`src/include/mcsr_pkg.sv`:
```
/*
 * Constants for the metering configuration and status register bank:
 * register addresses, field positions, reset values, gain codes and
 * software-reset timing. Assumes a 250 MHz system clock.
 */
package mcsr_pkg;

    // ========================================================
    // register addresses
    localparam logic [15:0] ADDR_NO_LOAD_STATUS = 16'he608;
    localparam logic [15:0] ADDR_COMPUTATION_MODE = 16'he60e;
    localparam logic [15:0] ADDR_CHANNEL_GAIN = 16'he60f;
    localparam logic [15:0] ADDR_POWER_SIGN_STATUS = 16'he617;
    localparam logic [15:0] ADDR_DEVICE_CONFIG = 16'he618;

    // ========================================================
    // computation_mode fields
    localparam int CMP_GROUP_SEL_BIT = 14;
    localparam int CMP_PHASE_SEL_LSB = 9;
    localparam int CMP_PHASE_SEL_MSB = 10;
    localparam int CMP_RSVD_MSB = 8;
    localparam logic [8:0] CMP_RSVD_RESET = 9'h1ff;
    localparam logic CMP_GROUP_SEL_RESET = 1'b0;

    typedef enum logic [1:0] {
        MCSR_PHASE_V_TO_I = 2'b00,
        MCSR_PHASE_RSVD = 2'b01,
        MCSR_PHASE_I_TO_I = 2'b10,
        MCSR_PHASE_NONE = 2'b11
    } mcsr_phase_e;
    localparam mcsr_phase_e CMP_PHASE_RESET = MCSR_PHASE_V_TO_I;

    // ========================================================
    // channel_gain fields
    localparam int GAIN_GROUP2_LSB = 6;
    localparam int GAIN_VOLTAGE_LSB = 3;
    localparam int GAIN_GROUP1_LSB = 0;
    localparam int GAIN_CODE_W = 3;
    localparam logic [2:0] GAIN_CODE_RESET = 3'h0;
    localparam logic [2:0] GAIN_CODE_MAX = 3'h4;

    // ========================================================
    // power_sign_status fields
    localparam int SIGN_ACTIVE_LSB = 0;
    localparam int SIGN_REACTIVE_LSB = 4;

    // ========================================================
    // device_config fields
    localparam int CFG_SOFT_RESET_BIT = 7;
    localparam int CFG_CAPTURE_EN_BIT = 6;
    localparam int CFG_INTEGRATOR_BIT = 0;
    localparam logic CFG_BIT_RESET = 1'b0;

    // ========================================================
    // software reset timing
    localparam int SOFT_RESET_TIME_NS = 64;
    localparam int CLOCK_PERIOD_NS = 4;
    localparam int SOFT_RESET_CYCLES =
        (SOFT_RESET_TIME_NS + CLOCK_PERIOD_NS - 1) / CLOCK_PERIOD_NS;

endpackage : mcsr_pkg

```
`src/design/mcsr_regs.sv`:
```
/*
 * Configuration and status register bank of a six-current-channel,
 * one-voltage-channel metering core. A serial engine outside this
 * module turns host frames into single-cycle register reads and writes
 * on the parallel access port below; the metering datapath supplies
 * no-load and power-sign levels on the same clock.
 */
// Behaviour
// RQ1: no_load_status bits 0..5 show the idle flag of channels A..F, 1 while idle.
// RQ2: group select bit 14 picks channels A,B,C when 0 and D,E,F when 1 for measurements.
// RQ3: phase bits 10:9: 00 voltage-to-current delay, 10 current angles, 11 none, 01 reserved.
// RQ4: host keeps the low nine computation_mode bits, reset to all ones, unchanged on writes.
// RQ5: gain bits 8:6 set the gain of current channels D, E and F.
// RQ6: gain bits 5:3 set the gain of the voltage channel.
// RQ7: gain bits 2:0 set the gain of current channels A, B and C.
// RQ8: gain codes 000..100 mean 1, 2, 4, 8, 16 and codes 101..111 are reserved.
// RQ9: sign bits 0..2 show the active power sign of the first..third channel of the group.
// RQ10: sign bits 4..6 show the reactive power sign of the first..third channel of the group.
// RQ11: writing 1 to config bit 7 starts a software reset.
// RQ12: config bit 6 enables the waveform capture port.
// RQ13: config bit 0 inserts the digital integrator in the current paths.
// RQ14: host sets the sign group selects to match the measurement group select.
// RQ15: the soft reset bit clears itself when done and configuration returns to defaults.
`timescale 1ns/1ps
`default_nettype none

module mcsr_regs #(
    parameter int RESET_CYCLES = mcsr_pkg::SOFT_RESET_CYCLES
) (
    input wire logic clock,
    input wire logic sys_rst,
    // register access port
    input wire logic [15:0] reg_addr,
    input wire logic reg_write,
    input wire logic [15:0] reg_wdata,
    input wire logic reg_read,
    output logic [15:0] reg_rdata,
    output logic reg_rvalid,
    // datapath status
    input wire logic [5:0] idle_flag,
    input wire logic [5:0] active_neg,
    input wire logic [5:0] reactive_neg,
    input wire logic active_sign_group,
    input wire logic reactive_sign_group,
    // configuration outputs
    output logic group_select,
    output logic [5:0] measure_channel_mask,
    output mcsr_pkg::mcsr_phase_e phase_measure_select,
    output logic measure_v_to_i,
    output logic measure_i_to_i,
    output logic [2:0] gain_code_group1,
    output logic [2:0] gain_code_voltage,
    output logic [2:0] gain_code_group2,
    output logic [4:0] gain_factor_group1,
    output logic [4:0] gain_factor_voltage,
    output logic [4:0] gain_factor_group2,
    output logic gain_code_invalid,
    output logic capture_port_enable,
    output logic integrator_enable,
    output logic soft_reset_active
);
    import mcsr_pkg::*;

    localparam int CNT_W = (RESET_CYCLES > 1) ? $clog2(RESET_CYCLES + 1) : 1;
    localparam logic [CNT_W-1:0] CNT_LAST = CNT_W'(RESET_CYCLES - 1);

    // ========================================================
    // write decode
    logic wr_cmp;
    logic wr_gain;
    logic wr_cfg;
    logic soft_reset_reg;
    logic soft_reset_done;
    logic soft_reset_start;

    // writes are dropped while a soft reset runs so defaults come back clean
    assign wr_cmp = reg_write && !soft_reset_reg && (reg_addr == ADDR_COMPUTATION_MODE);
    assign wr_gain = reg_write && !soft_reset_reg && (reg_addr == ADDR_CHANNEL_GAIN);
    assign wr_cfg = reg_write && !soft_reset_reg && (reg_addr == ADDR_DEVICE_CONFIG);
    assign soft_reset_start = wr_cfg && reg_wdata[CFG_SOFT_RESET_BIT]; // [RQ11]

    // ========================================================
    // software reset sequencer
    logic [CNT_W-1:0] rst_cnt_reg;

    assign soft_reset_done = soft_reset_reg && (rst_cnt_reg == CNT_LAST);

    always_ff @(posedge clock or posedge sys_rst) begin
        if (sys_rst) begin
            soft_reset_reg <= 1'b0;
        end else if (soft_reset_start) begin
            soft_reset_reg <= 1'b1; // [RQ11]
        end else if (soft_reset_done) begin
            soft_reset_reg <= 1'b0; // [RQ15]
        end
    end

    always_ff @(posedge clock or posedge sys_rst) begin
        if (sys_rst) begin
            rst_cnt_reg <= '0;
        end else if (soft_reset_reg && !soft_reset_done) begin
            rst_cnt_reg <= rst_cnt_reg + CNT_W'(1);
        end else begin
            rst_cnt_reg <= '0;
        end
    end

    assign soft_reset_active = soft_reset_reg;

    // ========================================================
    // computation_mode
    logic group_sel_reg;
    mcsr_phase_e phase_sel_reg;
    logic [8:0] cmp_rsvd_reg;

    always_ff @(posedge clock or posedge sys_rst) begin
        if (sys_rst) begin
            group_sel_reg <= CMP_GROUP_SEL_RESET;
            phase_sel_reg <= CMP_PHASE_RESET;
            cmp_rsvd_reg <= CMP_RSVD_RESET;
        end else if (soft_reset_done) begin
            group_sel_reg <= CMP_GROUP_SEL_RESET; // [RQ15]
            phase_sel_reg <= CMP_PHASE_RESET;
            cmp_rsvd_reg <= CMP_RSVD_RESET;
        end else if (wr_cmp) begin
            group_sel_reg <= reg_wdata[CMP_GROUP_SEL_BIT];
            phase_sel_reg <= mcsr_phase_e'(reg_wdata[CMP_PHASE_SEL_MSB:CMP_PHASE_SEL_LSB]);
            // stored as written; keeping them at ones is the host's job [RQ4]
            cmp_rsvd_reg <= reg_wdata[CMP_RSVD_MSB:0];
        end
    end

    assign group_select = group_sel_reg;
    assign measure_channel_mask = group_sel_reg ? 6'h38 : 6'h07; // [RQ2]
    assign phase_measure_select = phase_sel_reg;

    always_comb begin
        measure_v_to_i = 1'b0;
        measure_i_to_i = 1'b0;
        case (phase_sel_reg)
            MCSR_PHASE_V_TO_I: measure_v_to_i = 1'b1; // [RQ3]
            MCSR_PHASE_I_TO_I: measure_i_to_i = 1'b1; // [RQ3]
            // reserved code measures nothing, like the none code
            MCSR_PHASE_NONE: begin
                measure_v_to_i = 1'b0;
            end
            default: begin
                measure_v_to_i = 1'b0;
            end
        endcase
    end

    // ========================================================
    // channel_gain
    logic [2:0] gain_code_reg [3];
    logic [2:0] gain_invalid;
    logic [4:0] gain_factor [3];
    localparam int GAIN_LSB [3] = '{GAIN_GROUP1_LSB, GAIN_VOLTAGE_LSB, GAIN_GROUP2_LSB};

    for (genvar g = 0; g < 3; g++) begin : gen_gain
        always_ff @(posedge clock or posedge sys_rst) begin
            if (sys_rst) begin
                gain_code_reg[g] <= GAIN_CODE_RESET;
            end else if (soft_reset_done) begin
                gain_code_reg[g] <= GAIN_CODE_RESET; // [RQ15]
            end else if (wr_gain) begin
                gain_code_reg[g] <= reg_wdata[GAIN_LSB[g] +: GAIN_CODE_W]; // [RQ5] [RQ6] [RQ7]
            end
        end
        // reserved codes fall back to unity gain rather than an unknown stage
        assign gain_invalid[g] = gain_code_reg[g] > GAIN_CODE_MAX; // [RQ8]
        assign gain_factor[g] = gain_invalid[g] ? 5'h01 : (5'h01 << gain_code_reg[g]); // [RQ8]
    end

    assign gain_code_group1 = gain_code_reg[0];
    assign gain_code_voltage = gain_code_reg[1];
    assign gain_code_group2 = gain_code_reg[2];
    assign gain_factor_group1 = gain_factor[0]; // [RQ7]
    assign gain_factor_voltage = gain_factor[1]; // [RQ6]
    assign gain_factor_group2 = gain_factor[2]; // [RQ5]
    assign gain_code_invalid = |gain_invalid;

    // ========================================================
    // device_config
    logic capture_en_reg;
    logic integrator_en_reg;

    always_ff @(posedge clock or posedge sys_rst) begin
        if (sys_rst) begin
            capture_en_reg <= CFG_BIT_RESET;
            integrator_en_reg <= CFG_BIT_RESET;
        end else if (soft_reset_done) begin
            capture_en_reg <= CFG_BIT_RESET; // [RQ15]
            integrator_en_reg <= CFG_BIT_RESET;
        end else if (wr_cfg) begin
            capture_en_reg <= reg_wdata[CFG_CAPTURE_EN_BIT]; // [RQ12]
            integrator_en_reg <= reg_wdata[CFG_INTEGRATOR_BIT]; // [RQ13]
        end
    end

    assign capture_port_enable = capture_en_reg; // [RQ12]
    assign integrator_enable = integrator_en_reg; // [RQ13]

    // ========================================================
    // sign selection; group selects come from the accumulation mode settings
    logic [2:0] active_sel;
    logic [2:0] reactive_sel;

    // relies on the host matching both selects to group_select [RQ14]
    assign active_sel = active_sign_group ? active_neg[5:3] : active_neg[2:0]; // [RQ9]
    assign reactive_sel = reactive_sign_group ? reactive_neg[5:3] : reactive_neg[2:0]; // [RQ10]

    // ========================================================
    // read path
    logic [15:0] rd_mux;

    always_comb begin
        rd_mux = 16'h0000;
        case (reg_addr)
            ADDR_NO_LOAD_STATUS: rd_mux[5:0] = idle_flag; // [RQ1]
            ADDR_COMPUTATION_MODE: begin
                rd_mux[CMP_GROUP_SEL_BIT] = group_sel_reg;
                rd_mux[CMP_PHASE_SEL_MSB:CMP_PHASE_SEL_LSB] = phase_sel_reg;
                rd_mux[CMP_RSVD_MSB:0] = cmp_rsvd_reg;
            end
            ADDR_CHANNEL_GAIN: begin
                rd_mux[GAIN_GROUP2_LSB +: GAIN_CODE_W] = gain_code_reg[2];
                rd_mux[GAIN_VOLTAGE_LSB +: GAIN_CODE_W] = gain_code_reg[1];
                rd_mux[GAIN_GROUP1_LSB +: GAIN_CODE_W] = gain_code_reg[0];
            end
            ADDR_POWER_SIGN_STATUS: begin
                rd_mux[SIGN_ACTIVE_LSB +: 3] = active_sel; // [RQ9]
                rd_mux[SIGN_REACTIVE_LSB +: 3] = reactive_sel; // [RQ10]
            end
            ADDR_DEVICE_CONFIG: begin
                rd_mux[CFG_SOFT_RESET_BIT] = soft_reset_reg;
                rd_mux[CFG_CAPTURE_EN_BIT] = capture_en_reg;
                rd_mux[CFG_INTEGRATOR_BIT] = integrator_en_reg;
            end
            default: rd_mux = 16'h0000;
        endcase
    end

    always_ff @(posedge clock or posedge sys_rst) begin
        if (sys_rst) begin
            reg_rdata <= 16'h0000;
            reg_rvalid <= 1'b0;
        end else begin
            reg_rvalid <= reg_read;
            if (reg_read) begin
                reg_rdata <= rd_mux;
            end
        end
    end

endmodule : mcsr_regs

`default_nettype wire

```
`config.mk`:
```
export PLATFORM = sky130hd
export DESIGN_NAME = mcsr_regs
export DESIGN_NICKNAME = d
export VERILOG_FILES = /design/src/include/mcsr_pkg.sv /design/src/design/mcsr_regs.sv
export SDC_FILE = /design/constraint.sdc
export NUM_CORES = 1
export LEC_CHECK = 0
export BUFFER_PORTS_ARGS = -buffer_cell sky130_fd_sc_hd__buf_2
export CAP_MARGIN = 15
export CORE_MARGIN = 5
export CORE_UTILIZATION = 43
export DETAILED_ROUTE_END_ITERATION = 10
export PLACE_DENSITY_LB_ADDON = 0.08
export SLEW_MARGIN = 0
export SYNTH_ARGS = -nofsm -noshare
export SYNTH_HDL_FRONTEND = slang
export SYNTH_SLANG_ARGS = --single-unit
```
`constraint.sdc`:
```
create_clock -name clock -period 1.75 [get_ports clock]
set_input_delay 0.175 -clock clock [delete_from_list [all_inputs] [get_ports clock]]
set_output_delay 0.175 -clock clock [all_outputs]
set_load 0.02 [all_outputs]
```
; Yosys cells after proc, flatten, opt, wreduce, memory -nomap -nowiden
; Index checks and enable logic that the tools add are counted.
[word_totals]
regBits = 42
wordCells = 77
[classes]
mux = 36
n_eq_ne = 7
shifts = 3
order_cmp = 3
n_addsub = 1
n_reduce_logical = 15
[ops]
columns = cell, count
row1 = $eq A16 B16 Y1 const B, 5
row2 = $mux W3, 8
row3 = $mux W5, 4
row4 = $mux W9, 2
row5 = $pmux W2 S4, 2
row6 = $shl A1 B3 Y5 const A, 3
row7 = $mux W1, 11
row8 = $gt A3 B3 Y1 const B, 3
row9 = $reduce_bool A2 Y1, 4
row10 = $logic_and A1 B1 Y1, 7
row11 = $mux W2, 3
row12 = $mux W6, 1
row13 = $pmux W1 S3, 2
row14 = $add A5 B1 Y5 const B, 1
row15 = $eq A5 B4 Y1 const B, 1
row16 = $pmux W1 S5, 1
row17 = $pmux W1 S4, 1
row18 = $reduce_or A3 Y1, 1
row19 = $eq A2 B2 Y1 const B, 1
row20 = $logic_not A1 Y1, 2
row21 = $logic_not A2 Y1, 1
row22 = $pmux W1 S2, 1

; Longest topological paths before layout
; Gate-level depths: netlist (run 1).
[depth]
depth_word = 5
ltp_mapped = 7
mapped_depth_nobuf = 6

; Worst setup path before layout (run 1)
; OpenSTA, ideal clock, no wires.
[synth_timing]
path_type = register to output
startpoint = register gain_code_reg (netlist bit gain_code_group1[0])
endpoint = output gain_factor_group1[1]
path_slack_ns = -0.169
path_stages_with_launch = 4
n_path_buf = 0
required_ns = 1.575
t_arrival_ns = 1.744
cell_sequence = dfrtp_1 > or2_2 > ha_1 > nor4b_1
[synth_between]
elab_chain_cells = 2
elab_cells_between_ends = 3
[synth_rtl]
columns = element, line_no
row1 = start: declaration, mcsr_regs.sv:155  ; logic [2:0] gain_code_reg [3];
row2 = start signal: indexed assignment, mcsr_regs.sv:167  ; gain_code_reg[g] <= reg_wdata[GAIN_LSB[g] +: GAIN_CODE_W];
row3 = $gt A3 B3 Y1 or $shl A1 B3 Y5 (tied branches), "mcsr_regs.sv:171, mcsr_regs.sv:172"
row4 = $mux W5 (*), mcsr_regs.sv:172  ; assign gain_factor[g] = gain_invalid[g] ? 5'h01 : (5'h01 << gain_code_reg[g]);
row5 = end: declaration, mcsr_regs.sv:54  ; output logic [4:0] gain_factor_group1,
; Mark *: on every way between the ends. The rest lies on a longest branch, timed or not.

; Worst setup path after layout (run 1)
[layout_timing]
startpoint = register gain_code_reg (netlist bit gain_code_group1[1])
endpoint = output gain_code_invalid
[layout_between]
elab_chain_cells = 2
[layout_rtl]
columns = element, line_no
row1 = $gt A3 B3 Y1, mcsr_regs.sv:171  ; assign gain_invalid[g] = gain_code_reg[g] > GAIN_CODE_MAX;
row2 = $reduce_or A3 Y1, mcsr_regs.sv:181  ; assign gain_code_invalid = |gain_invalid;
row3 = end: declaration, mcsr_regs.sv:57  ; output logic gain_code_invalid,
; Every way passes these cells.

==> run_results.csv, run 1 <==
group,metric,value,unit
status,outcome,"complete, but fails checks",
status,violations,"setup timing",
synthesis,synth_sequential_area_ratio,0.424,
run,max_cap_viol_count,0,
setup_path,regToRegSetupSlack,0.14,ns
synthesis,postSynth.topFlopCell,"sky130_fd_sc_hd__dfrtp_1",
setup_path,critPathLaunch,"gain_code_group1[1]",
synthesis,synth.distinct_cells,48,
synthesis,synth_async_sr_flop_share,1.00,
synthesis,library_cell_with_the_largest_summed_area_after_synthesis,"sky130_fd_sc_hd__dfrtp_1",
sta,timing.final.crit_share,1.03,
setup_path,crit-reg2reg-capture,"gain_code_group1[2]",
drt,routed_wire_length_per_instance,15.2,um
synthesis,main_combinational_cell_family_by_area_after_synthesis,"simple AND/OR/NAND/NOR gates",
setup_path,crit_type,"flop to primary output",
floorplan,std_cell_rows,27,
finish,number_of_inserted_diodes,0,
sta,skew,0.00979,ns
floorplan,die_height,86.4,um
global_route,first_global_vias,2280,
sta,final_max_slew_viol_count,0,
drt,drc,0,
clock_network,worst_setup_hold_path_clk_slew,0.08,ns
setup_path,max_stage_delay,0.38,ns
clock_network,cts.sink_count,42,
finish,post_route_cells_drive_above_1_share,0.456,
pwr,power.switching,0.432,mW
synthesis,synth-edff-count,0,
pwr,powerDensity,573,nW/um2
synthesis,number_of_synthesis_warnings,0,
synthesis,post_synth_inst_count,259,
synthesis,mappedNetlistArea,2510,um2
pwr,sw_frac_of_total,0.220,
setup_path,data_arrival_critical_path,1.62,ns
clock_network,clk_root_buffer_cell,"sky130_fd_sc_hd__clkbuf_8",
finish,layout.nets,442,
drt,drt_pass1_iterations,5,
setup_path,r2r_start,"rst_cnt_reg[0]",
placed_design,port_buffers,103,
synthesis,synth_top_cells_by_area,"sky130_fd_sc_hd__dfrtp_1, sky130_fd_sc_hd__dfstp_2, sky130_fd_sc_hd__mux2i_1",
pwr,portion_of_total_power_attributed_to_the_clock_network,0.404,
sta,slew_at_the_pin_with_the_worst_max_slew_slack,0.532,ns
clock_network,cts-buffers-inserted,5,
synthesis,synth_simple_gate_area_share,0.227,
drt,vias_per_cell,5.27,
setup_path,path_cells,"or2_4, ha_4, or3_4, buf_6",
pwr,p_comb_frac,0.097,
drt,postRouteWirelength,6.84,mm
synthesis,synth_top_area_share,0.329,
finish,area_delta_synth_final,36.3,%
synthesis,yosys.cell_count.top_type,"sky130_fd_sc_hd__dfrtp_1",
pwr,p_int,1.53,mW
global_route,first_pass_grt_wire_length,11.0,mm
sta,final.setup.worst_slack,-0.0448,ns
global_route,number_of_antenna_violations_at_the_first_check_in_global_routing,0,
sta,fmax,557,MHz
placed_design,final_hpwl_from_detailed_placement,5.16,mm
pwr,static-leakage-power,1.65,nW
drt,antenna_violating_nets_post_route,0,
finish,final_cells,451,
sta,minimum_clock_period,1.79,ns
floorplan,fp.dieArea,7460,um2
global_route,groute.usage.overall,0.187,
synthesis,syn_avg_cell_area,9.68,um2
placed_design,dpl_cell_area,3220,um2
setup_path,worst-path-max-fanout,3,
floorplan,boundaryPins,112,
setup_path,critical-path-slowest-cell,"sky130_fd_sc_hd__dfrtp_1",
setup_path,critical_path_rt,1.57,ns
synthesis,synth_fa_ha_area_frac,0.0399,
placed_design,gp_congestion,0.759,
clock_network,htreeDepth,2,
floorplan,start_util,0.450,
drt,number_of_vias_in_the_routed_layout,2375,
clock_network,tritoncts,"yes",
sta,grt_setup_unrepaired,"yes",
placed_design,dp_worst_setup_slack,-0.0615,ns
pwr,worst_supply_voltage_drop_on_vdd,363,uV
clock_network,worstSkewPairLatency,0.29,ns
setup_path,worst_setup_path_start_kind,"flop",
setup_path,critical_path.n_buffers_inverters,1,
placed_design,numPlacedInstances,442,
global_route,grt_overflow,0,
finish,flip_flop_count_of_the_largest_register_after_layout,12,
sta,slew-limit-headroom,0.645,
clock_network,cts_buffer_depth,2,
synthesis,synthesized_area_fraction_occupied_by_ao_oa_aoi_and_oai_cells,0.0983,
sta,setup_viol_count_final,2,
finish,finish.instance_area,3420,um2
drt,dr.first_iter.drc_count,125,
pwr,post-layout-total-power,1.96,mW
floorplan,die-width,86.4,um
worst_hold_path,timing.hold.worst.class,"primary input to async pin",
global_route,grt_max_degree,43,
synthesis,synth_area_in_xor_xnor,0.00699,
synthesis,yosys_register_bits,42,
synthesis,yosys-top-cells-count,"sky130_fd_sc_hd__dfrtp_1, sky130_fd_sc_hd__nor2_1, sky130_fd_sc_hd__nand2_1",
sta,finalHoldViolCount,0,
pwr,seqPwrFrac,0.499,
setup_path,critical_path.top_delay_family,"simple AND/OR/NAND/NOR gates",
floorplan,placeableCoreArea,5570,um2
setup_path,cp-end-kind,"primary output",
setup_path,worst-r2r-cell-count,7,
synthesis,synthMuxAreaShare,0.121,
==> power groups by stage <==
stage	combinational (mW)	clock (mW)	sequential, mW
2_1_floorplan	0.0950	0	1.00
3_3_place_gp	0.191	0	0.995
3_5_place_dp	0.192	0	0.995
4_1_cts	0.193	0.805	0.977
5_1_grt	0.211	0.847	0.978
6_report	0.191	0.791	0.977
==> cells in the final DEF, fill, tap and decap left out, types with 4 or more instances in the layout <==
master / Yosys / routed
sky130_fd_sc_hd__nand2_1: 24 / 24
sky130_fd_sc_hd__o22ai_1: 6 / 6
sky130_fd_sc_hd__mux2_2: 11 / 11
sky130_fd_sc_hd__nor2_1: 29 / 29
sky130_fd_sc_hd__clkbuf_8: 0 / 6
sky130_fd_sc_hd__nor4b_1: 7 / 5
sky130_fd_sc_hd__dfstp_2: 9 / 9
sky130_fd_sc_hd__mux2i_1: 18 / 18
sky130_fd_sc_hd__or2_4: 1 / 4
sky130_fd_sc_hd__conb_1: 1 / 4
sky130_fd_sc_hd__o21ai_0: 9 / 8
sky130_fd_sc_hd__inv_1: 20 / 20
sky130_fd_sc_hd__dfrtp_1: 33 / 33
sky130_fd_sc_hd__ha_1: 8 / 5
sky130_fd_sc_hd__a21oi_1: 5 / 5
sky130_fd_sc_hd__nand3_1: 6 / 6
sky130_fd_sc_hd__nand4_1: 7 / 7
sky130_fd_sc_hd__buf_2: 1 / 102
sky130_fd_sc_hd__buf_4: 9 / 24
sky130_fd_sc_hd__a222oi_1: 4 / 4
==> worst max-delay path by stage <==
stage	end	slack, ns	cells after the start
2_1_floorplan	gain_factor_group1[1]	-0.17	3
5_1_grt	gain_code_invalid	-0.09	4
6_report	gain_code_invalid	-0.04	4
4_1_cts	gain_code_invalid	-0.05	4
3_5_place_dp	cmp_rsvd_reg[5]	-0.06	6
3_3_place_gp	cmp_rsvd_reg[7]	-0.02	6
==> stage by stage <==
stage,util,hold WS (ns),setup TNS [ns]
after floorplan,-,0.206,-1.04
after global placement,0.577,0.341,-0.223
after detailed placement,0.577,0.341,-0.564
after CTS,0.609,0.0193,-0.0491
after global routing,0.613,0.0431,-0.419
final,0.613,0.00338,-0.0517
==> worst register-to-register path, stage by stage, from the launching register on <==
cell and delay, ns:
sky130_fd_sc_hd__dfrtp_1 0.40, sky130_fd_sc_hd__ha_1 0.22, sky130_fd_sc_hd__and3_1 0.19, sky130_fd_sc_hd__ha_1 0.19, sky130_fd_sc_hd__nand2_1 0.13, sky130_fd_sc_hd__buf_6 0.18, sky130_fd_sc_hd__nand2_1 0.06, sky130_fd_sc_hd__o21ai_0 0.15
==> area by class of cell <==
cell class,instances,area [um2]
clock buffer,7,86.3
clock inverter,1,30.0
fill,507,2160
inverter,20,75.1
multi-input combinational,179,1320
sequential,42,1060
tap,72,90.1
timing repair buffer,130,753
==> cells by family after synthesis <==
kind of cell,count (synthesis)
xor+xnor,2
flops,42
simple gates,100
fa+ha+maj,8
mux,29
buf+inv,41
other cells,1
compound gates,36
==> routing by layer <==
layer | vias up | wire length, um | global-route usage | part of all wire
li1 | 1148 | - | - | -
met1 | 1133 | 2900 | 0.246 | 0.42
met2 | 83 | 3310 | 0.301 | 0.48
met3 | 11 | 497 | 0.0437 | 0.073
met4 | 0 | 137 | 0.0652 | 0.020
met5 | - | 0 | 0 | 0
==> what timing repair did <==
item                                    4_1_cts  5_1_grt
hold buffers                                  0        0
resized for setup                            12        5
setup buffers                                 1        0
pin swaps                                     3        0
endpoints found under the setup margin        7       24
(Power assumes the default switching activity.)
==> run 2, diff against run 1 <==
- CORE_UTILIZATION: 43 -> 49
- CTS_BUF_LIST: unset -> sky130_fd_sc_hd__clkbuf_4
- clock period: 1.75 -> 2.05 ns (I/O delays scaled with it)
==> run 2 against run 1 <==
The run now ends clean. Routed wire length is 5.9% lower. Cell count shrank 1.6%. Largest cell class unchanged. Global-route usage is 1.1 points higher. Critical path type unchanged. Clock skew is 0.0041 ns higher. Sequential share of layout area up 1.4 points. Via count shrank 3.5%. Combinational power shrank 16%. Critical path depth is the same. Largest power group unchanged. Count of clock-buffer cells in the layout fell by 2. Worst setup slack gained 0.12 ns. Design area is 4.2% lower. First-iteration DRC count grew 47%.
==> run_results.csv, run 2 (synthesized netlist as in run 1, its figures left out) <==
group,metric,value,unit
finish,most_frequent_cells_in_the_layout,"sky130_fd_sc_hd__buf_2, sky130_fd_sc_hd__dfrtp_1, sky130_fd_sc_hd__nor2_1",
setup_path,cp-end-kind,"primary output",
sta,slew-limit-headroom,0.637,
sta,finalHoldViolCount,0,
drt,number_of_vias_in_the_routed_layout,2291,
placed_design,final_hpwl_from_detailed_placement,4.84,mm
floorplan,placeableCoreArea,5040,um2
global_route,number_of_antenna_violations_at_the_first_check_in_global_routing,0,
clock_network,tritoncts,"yes",
setup_path,worst-path-max-fanout,3,
drt,met2RoutedLength,3.11,mm
finish,flip_flop_count_of_the_largest_register_after_layout,12,
sta,setup_viol_count_final,0,
drt,routed_wire_length_per_instance,14.5,um
sta,timing.final.crit_share,0.965,
sta,fmax,506,MHz
clock_network,htreeDepth,2,
run,max_cap_viol_count,0,
drt,drc,0,
clock_network,cts.sink_count,42,
finish,layout.nets,437,
drt,postRouteWirelength,6.44,mm
floorplan,die_height,81.5,um
global_route,first_pass_grt_wire_length,10.1,mm
drt,route.top_layer_used,"met4",
drt,drt_pass1_iterations,4,
floorplan,start_util,0.497,
setup_path,critical_path_rt,1.85,ns
floorplan,fp.dieArea,6650,um2
finish,most_common_cell_after_layout_fill_and_taps_aside,"sky130_fd_sc_hd__buf_2",
global_route,grt_max_degree,43,
finish,finalCoreUtilization,0.649,
global_route,grt_overflow,0,
drt,met3RoutedLength,480,um
finish,number_of_inserted_diodes,0,
setup_path,crit_type,"flop to primary output",
finish,post_route_cells_drive_above_1_share,0.447,
sta,skew,0.0139,ns
finish,fillCellCount,458,
floorplan,std_cell_rows,26,
setup_path,data_arrival_critical_path,1.77,ns
floorplan,die-width,81.5,um
floorplan,boundaryPins,112,
pwr,powerDensity,428,nW/um2
global_route,groute.usage.overall,0.198,
placed_design,port_buffers,103,
sta,setup_total_negative_slack,0,ns
sta,minimum_clock_period,1.98,ns
clock_network,worst_setup_hold_path_clk_slew,0.14,ns
clock_network,worstSkewPairLatency,0.36,ns
sta,slew_at_the_pin_with_the_worst_max_slew_slack,0.537,ns
drt,vias_per_cell,5.16,
global_route,first_global_vias,2090,
clock_network,clk_root_buffer_cell,"sky130_fd_sc_hd__clkbuf_4",
sta,final_max_slew_viol_count,0,
status,outcome,"finished, final reports clean",
worst_hold_path,timing.hold.worst.class,"primary input to flop",
drt,antenna_violating_nets_post_route,0,
clock_network,cts_buffer_depth,2,
drt,dr.first_iter.drc_count,184,
pwr,static-leakage-power,1.59,nW
drt,drt_met1_wl,2.79,mm
clock_network,cts-buffers-inserted,5,
pwr,worst_supply_voltage_drop_on_vdd,315,uV
finish,area_delta_synth_final,30.6,%
setup_path,worst_setup_path_start_kind,"flop",
placed_design,gp_congestion,0.795,
==> run 2: metal layers <==
metal | GRT usage | up-vias
met1 | 0.268 | 1066
met3 | 0.0439 | 6
met4 | 0.0456 | 0
met2 | 0.322 | 79
met5 | 0 | -
li1 | - | 1140
==> run 2: area by class of cell <==
type / count / area, um2 / area share
clock buffers: 5 / 37.5 / 0.0115
clock inverters: 3 / 16.3 / 0.00497
inverters: 20 / 75.1 / 0.0229
multi-input cells: 179 / 1290 / 0.395
flip-flops and latches: 42 / 1060 / 0.325
well taps: 70 / 87.6 / 0.0267
repair buffers: 125 / 698 / 0.213
==> run 2: what timing repair did <==
item	in CTS	in global routing
resized for setup	2	9
setup endpoints to repair	3	4
pin swaps	0	0
endpoints found under the hold margin	33	0
buffers inserted	3	2
hold buffers	1	0
cloned	0	0
==> run 2: power breakdown <==
group | leakage [nW] | total, mW | internal [mW] | switching [mW]
registers | 0.547 | 0.835 | 0.833 | 0.00163
logic | 1.01 | 0.161 | 0.0731 | 0.0883
clock network | 0.0286 | 0.406 | 0.128 | 0.278
total | 1.59 | 1.40 | 1.03 | 0.368
==> run 2: path summary, 6_finish.rpt <==
check	cells after the start	endpoint	from	slack, ns
max reg2reg	4	gain_code_group2[0]	soft_reset_active	0.31
min	3	phase_measure_select[0]	reg_wdata[9]	0.08
max	4	gain_code_invalid	gain_code_group1[0]	0.07
max in group asynchronous	4	cmp_rsvd_reg[3]	sys_rst	1.14
min reg2reg	1	rst_cnt_reg[0]	rst_cnt_reg[0]	0.47
min in group asynchronous	4	gain_code_group2[1]	sys_rst	0.50
==> run 2: critical path, cell delays in order (launching register included) <==
cell and delay, ns:
sky130_fd_sc_hd__dfrtp_2 0.44, sky130_fd_sc_hd__or2_2 0.33, sky130_fd_sc_hd__ha_4 0.18, sky130_fd_sc_hd__or3_1 0.30
sky130_fd_sc_hd__buf_4 0.16
==> run 2: per-stage QoR <==
step | cells | hold WS (ns) | instance area (um2) | setup WS [ns] | power, mW
6_report | 444 | 0.0831 | 3270 | 0.0718 | 1.40
2_1_floorplan | 262 | 0.236 | 2520 | 0.101 | 0.936
4_1_cts | 442 | 0.0678 | 3210 | 0.00430 | 1.42
3_5_place_dp | 430 | 0.371 | 3130 | 0.202 | 1.01
3_3_place_gp | 430 | 0.367 | 3130 | 0.236 | 1.01
5_1_grt | 444 | 0.0646 | 3270 | -0.00288 | 1.48
==> run 3, diff against run 2 <==
- BUFFER_PORTS_ARGS: -buffer_cell sky130_fd_sc_hd__buf_2 -> -buffer_cell sky130_fd_sc_hd__buf_4
- CORE_MARGIN: 5 -> 2
==> run 3 against run 2 <==
Design area rose by 6.7%. Combinational power rose by 19%. Sequential power hardly changed. Worst setup slack got worse by 0.022 ns. Clock skew shrank 0.0062 ns. Core utilization is 4.8 points higher. Global-route usage up 3.4 points. Routed wire length increased by 1.9%. First-iteration DRC count decreased by 15%. Largest cell class unchanged.
==> run_results.csv, run 3 (synthesized netlist as in run 1, its figures left out) <==
group,metric,value,unit
floorplan,die_height,75.5,um
floorplan,die-width,75.5,um
status,outcome,"finished, final reports clean",
finish,most_common_cell_after_layout_fill_and_taps_aside,"sky130_fd_sc_hd__buf_4",
setup_path,crit_type,"flop to primary output",
sta,final.setup.worst_slack,0.0498,ns
global_route,first_pass_grt_wire_length,10.1,mm
run,max_cap_viol_count,0,
drt,drt_met1_wl,2.69,mm
sta,slew-limit-headroom,0.624,
global_route,grt_overflow,0,
setup_path,worst-r2r-cell-count,5,
placed_design,final_hpwl_from_detailed_placement,4.92,mm
setup_path,data_arrival_critical_path,1.80,ns
clock_network,cts_buffer_depth,2,
sta,minimum_clock_period,2.00,ns
pwr,static-leakage-power,1.61,nW
floorplan,std_cell_rows,26,
placed_design,numPlacedInstances,428,
sta,finalHoldViolCount,0,
pwr,worst_supply_voltage_drop_on_vdd,454,uV
worst_hold_path,timing.hold.worst.class,"primary input to flop",
floorplan,placeableCoreArea,5010,um2
finish,flip_flop_count_of_the_largest_register_after_layout,12,
setup_path,regToRegSetupSlack,0.28,ns
sta,final_max_slew_viol_count,0,
drt,number_of_vias_in_the_routed_layout,2371,
clock_network,clk_root_buffer_cell,"sky130_fd_sc_hd__clkbuf_4",
drt,route.top_layer_used,"met4",
drt,met2RoutedLength,3.41,mm
finish,final_cells,440,
placed_design,gp_congestion,0.863,
clock_network,worst_setup_hold_path_clk_slew,0.12,ns
global_route,groute.usage.overall,0.231,
setup_path,cp-endpoint,"gain_factor_voltage[2]",
clock_network,worstSkewPairLatency,0.34,ns
sta,hold-worst-slack,0.0976,ns
drt,routed_wire_length_per_instance,14.9,um
sta,fmax,500,MHz
pwr,powerDensity,405,nW/um2
finish,layout.nets,433,
sta,setup_viol_count_final,0,
global_route,first_global_vias,2200,
setup_path,critPathLaunch,"gain_code_voltage[1]",
finish,most_frequent_cells_in_the_layout,"sky130_fd_sc_hd__buf_4, sky130_fd_sc_hd__dfrtp_1, sky130_fd_sc_hd__nor2_1",
floorplan,start_util,0.500,
drt,vias_per_cell,5.39,
finish,fillCellCount,414,
placed_design,port_buffers,103,
drt,drc,0,
placed_design,dp_worst_setup_slack,0.150,ns
finish,number_of_inserted_diodes,0,
drt,postRouteWirelength,6.56,mm
sta,timing.final.crit_share,0.976,
clock_network,tritoncts,"yes",
setup_path,crit-reg2reg-capture,"cmp_rsvd_reg[5]",
setup_path,worst_setup_path_start_kind,"flop",
floorplan,boundaryPins,112,
sta,setup_total_negative_slack,0,ns
drt,drt_pass1_iterations,4,
global_route,grt_max_degree,43,
drt,antenna_violating_nets_post_route,0,
setup_path,worst-path-max-fanout,7,
clock_network,htreeDepth,2,
finish,post_route_cells_drive_above_1_share,0.443,
finish,area_delta_synth_final,39.3,%
sta,skew,0.00772,ns
setup_path,critical_path_rt,1.85,ns
drt,met3RoutedLength,368,um
clock_network,cts.sink_count,42,
clock_network,cts-buffers-inserted,5,
floorplan,fp.dieArea,5710,um2
drt,dr.first_iter.drc_count,157,
global_route,number_of_antenna_violations_at_the_first_check_in_global_routing,0,
sta,slew_at_the_pin_with_the_worst_max_slew_slack,0.557,ns
setup_path,r2r_start,"soft_reset_active",
setup_path,cp-end-kind,"primary output",
run 3: changes by cell type in the layout (fill, tap and decap cells not counted), sizes merged:
| cell | previous run | this run |
|---|---|---|
| buf | 124 | 120 |
run 3: area by class of cell:
cell class,instances,area [um2],area share
Tap cell,70,87.6,0.0251
Clock buffer,5,37.5,0.0107
Timing Repair Buffer,121,923,0.264
Inverter,20,75.1,0.0215
Clock inverter,3,16.3,0.00466
Sequential cell,42,1070,0.305
Multi-Input combinational cell,179,1290,0.369
run 3: worst max-delay path, stage by stage, from the launching register on:
cell                      delay, ns
sky130_fd_sc_hd__dfrtp_2       0.47
sky130_fd_sc_hd__or2_4         0.25
sky130_fd_sc_hd__ha_2          0.19
sky130_fd_sc_hd__nor4b_1       0.34
sky130_fd_sc_hd__buf_4         0.22
run 3: through the flow:
step | area (um2) | util | power (mW)
6_report | 3490 | 0.697 | 1.41
5_1_grt | 3490 | 0.697 | 1.48
4_1_cts | 3450 | 0.689 | 1.43
3_5_place_dp | 3370 | 0.672 | 1.04
3_3_place_gp | 3370 | 0.672 | 1.04
2_1_floorplan | 2520 | - | 0.936
run 3: power breakdown:
| group | switching, mW | internal [mW] |
|---|---|---|
| Clock | 0.261 | 0.128 |
| Sequential | 0.00190 | 0.833 |
| Combinational | 0.0882 | 0.102 |
run 3: what timing repair did:
item,CTS,global route
pin swaps,0,0
buffers inserted,2,1
endpoints found under the setup margin,3,6
gates resized for setup,3,8
hold buffers,1,0
gates cloned,0,0
hold endpoints to repair,10,0
run 3: worst min-delay path by stage:
stage,slack [ns],end,from,cells after the start
global placement,0.38,gain_code_group2[0],sys_rst,3
floorplan,0.24,reg_rvalid,reg_read,0
finish,0.1,reg_rvalid,reg_read,1
CTS,0.08,reg_rvalid,reg_read,1
global route,0.09,reg_rvalid,reg_read,1
detailed placement,0.38,gain_code_group2[0],sys_rst,3
run 3: layer usage:
layer	vias to the layer above	GRT usage
li1	1129	-
met1	1132	0.299
met2	100	0.405
met3	10	0.0384
met4	0	0.0585
met5	-	0
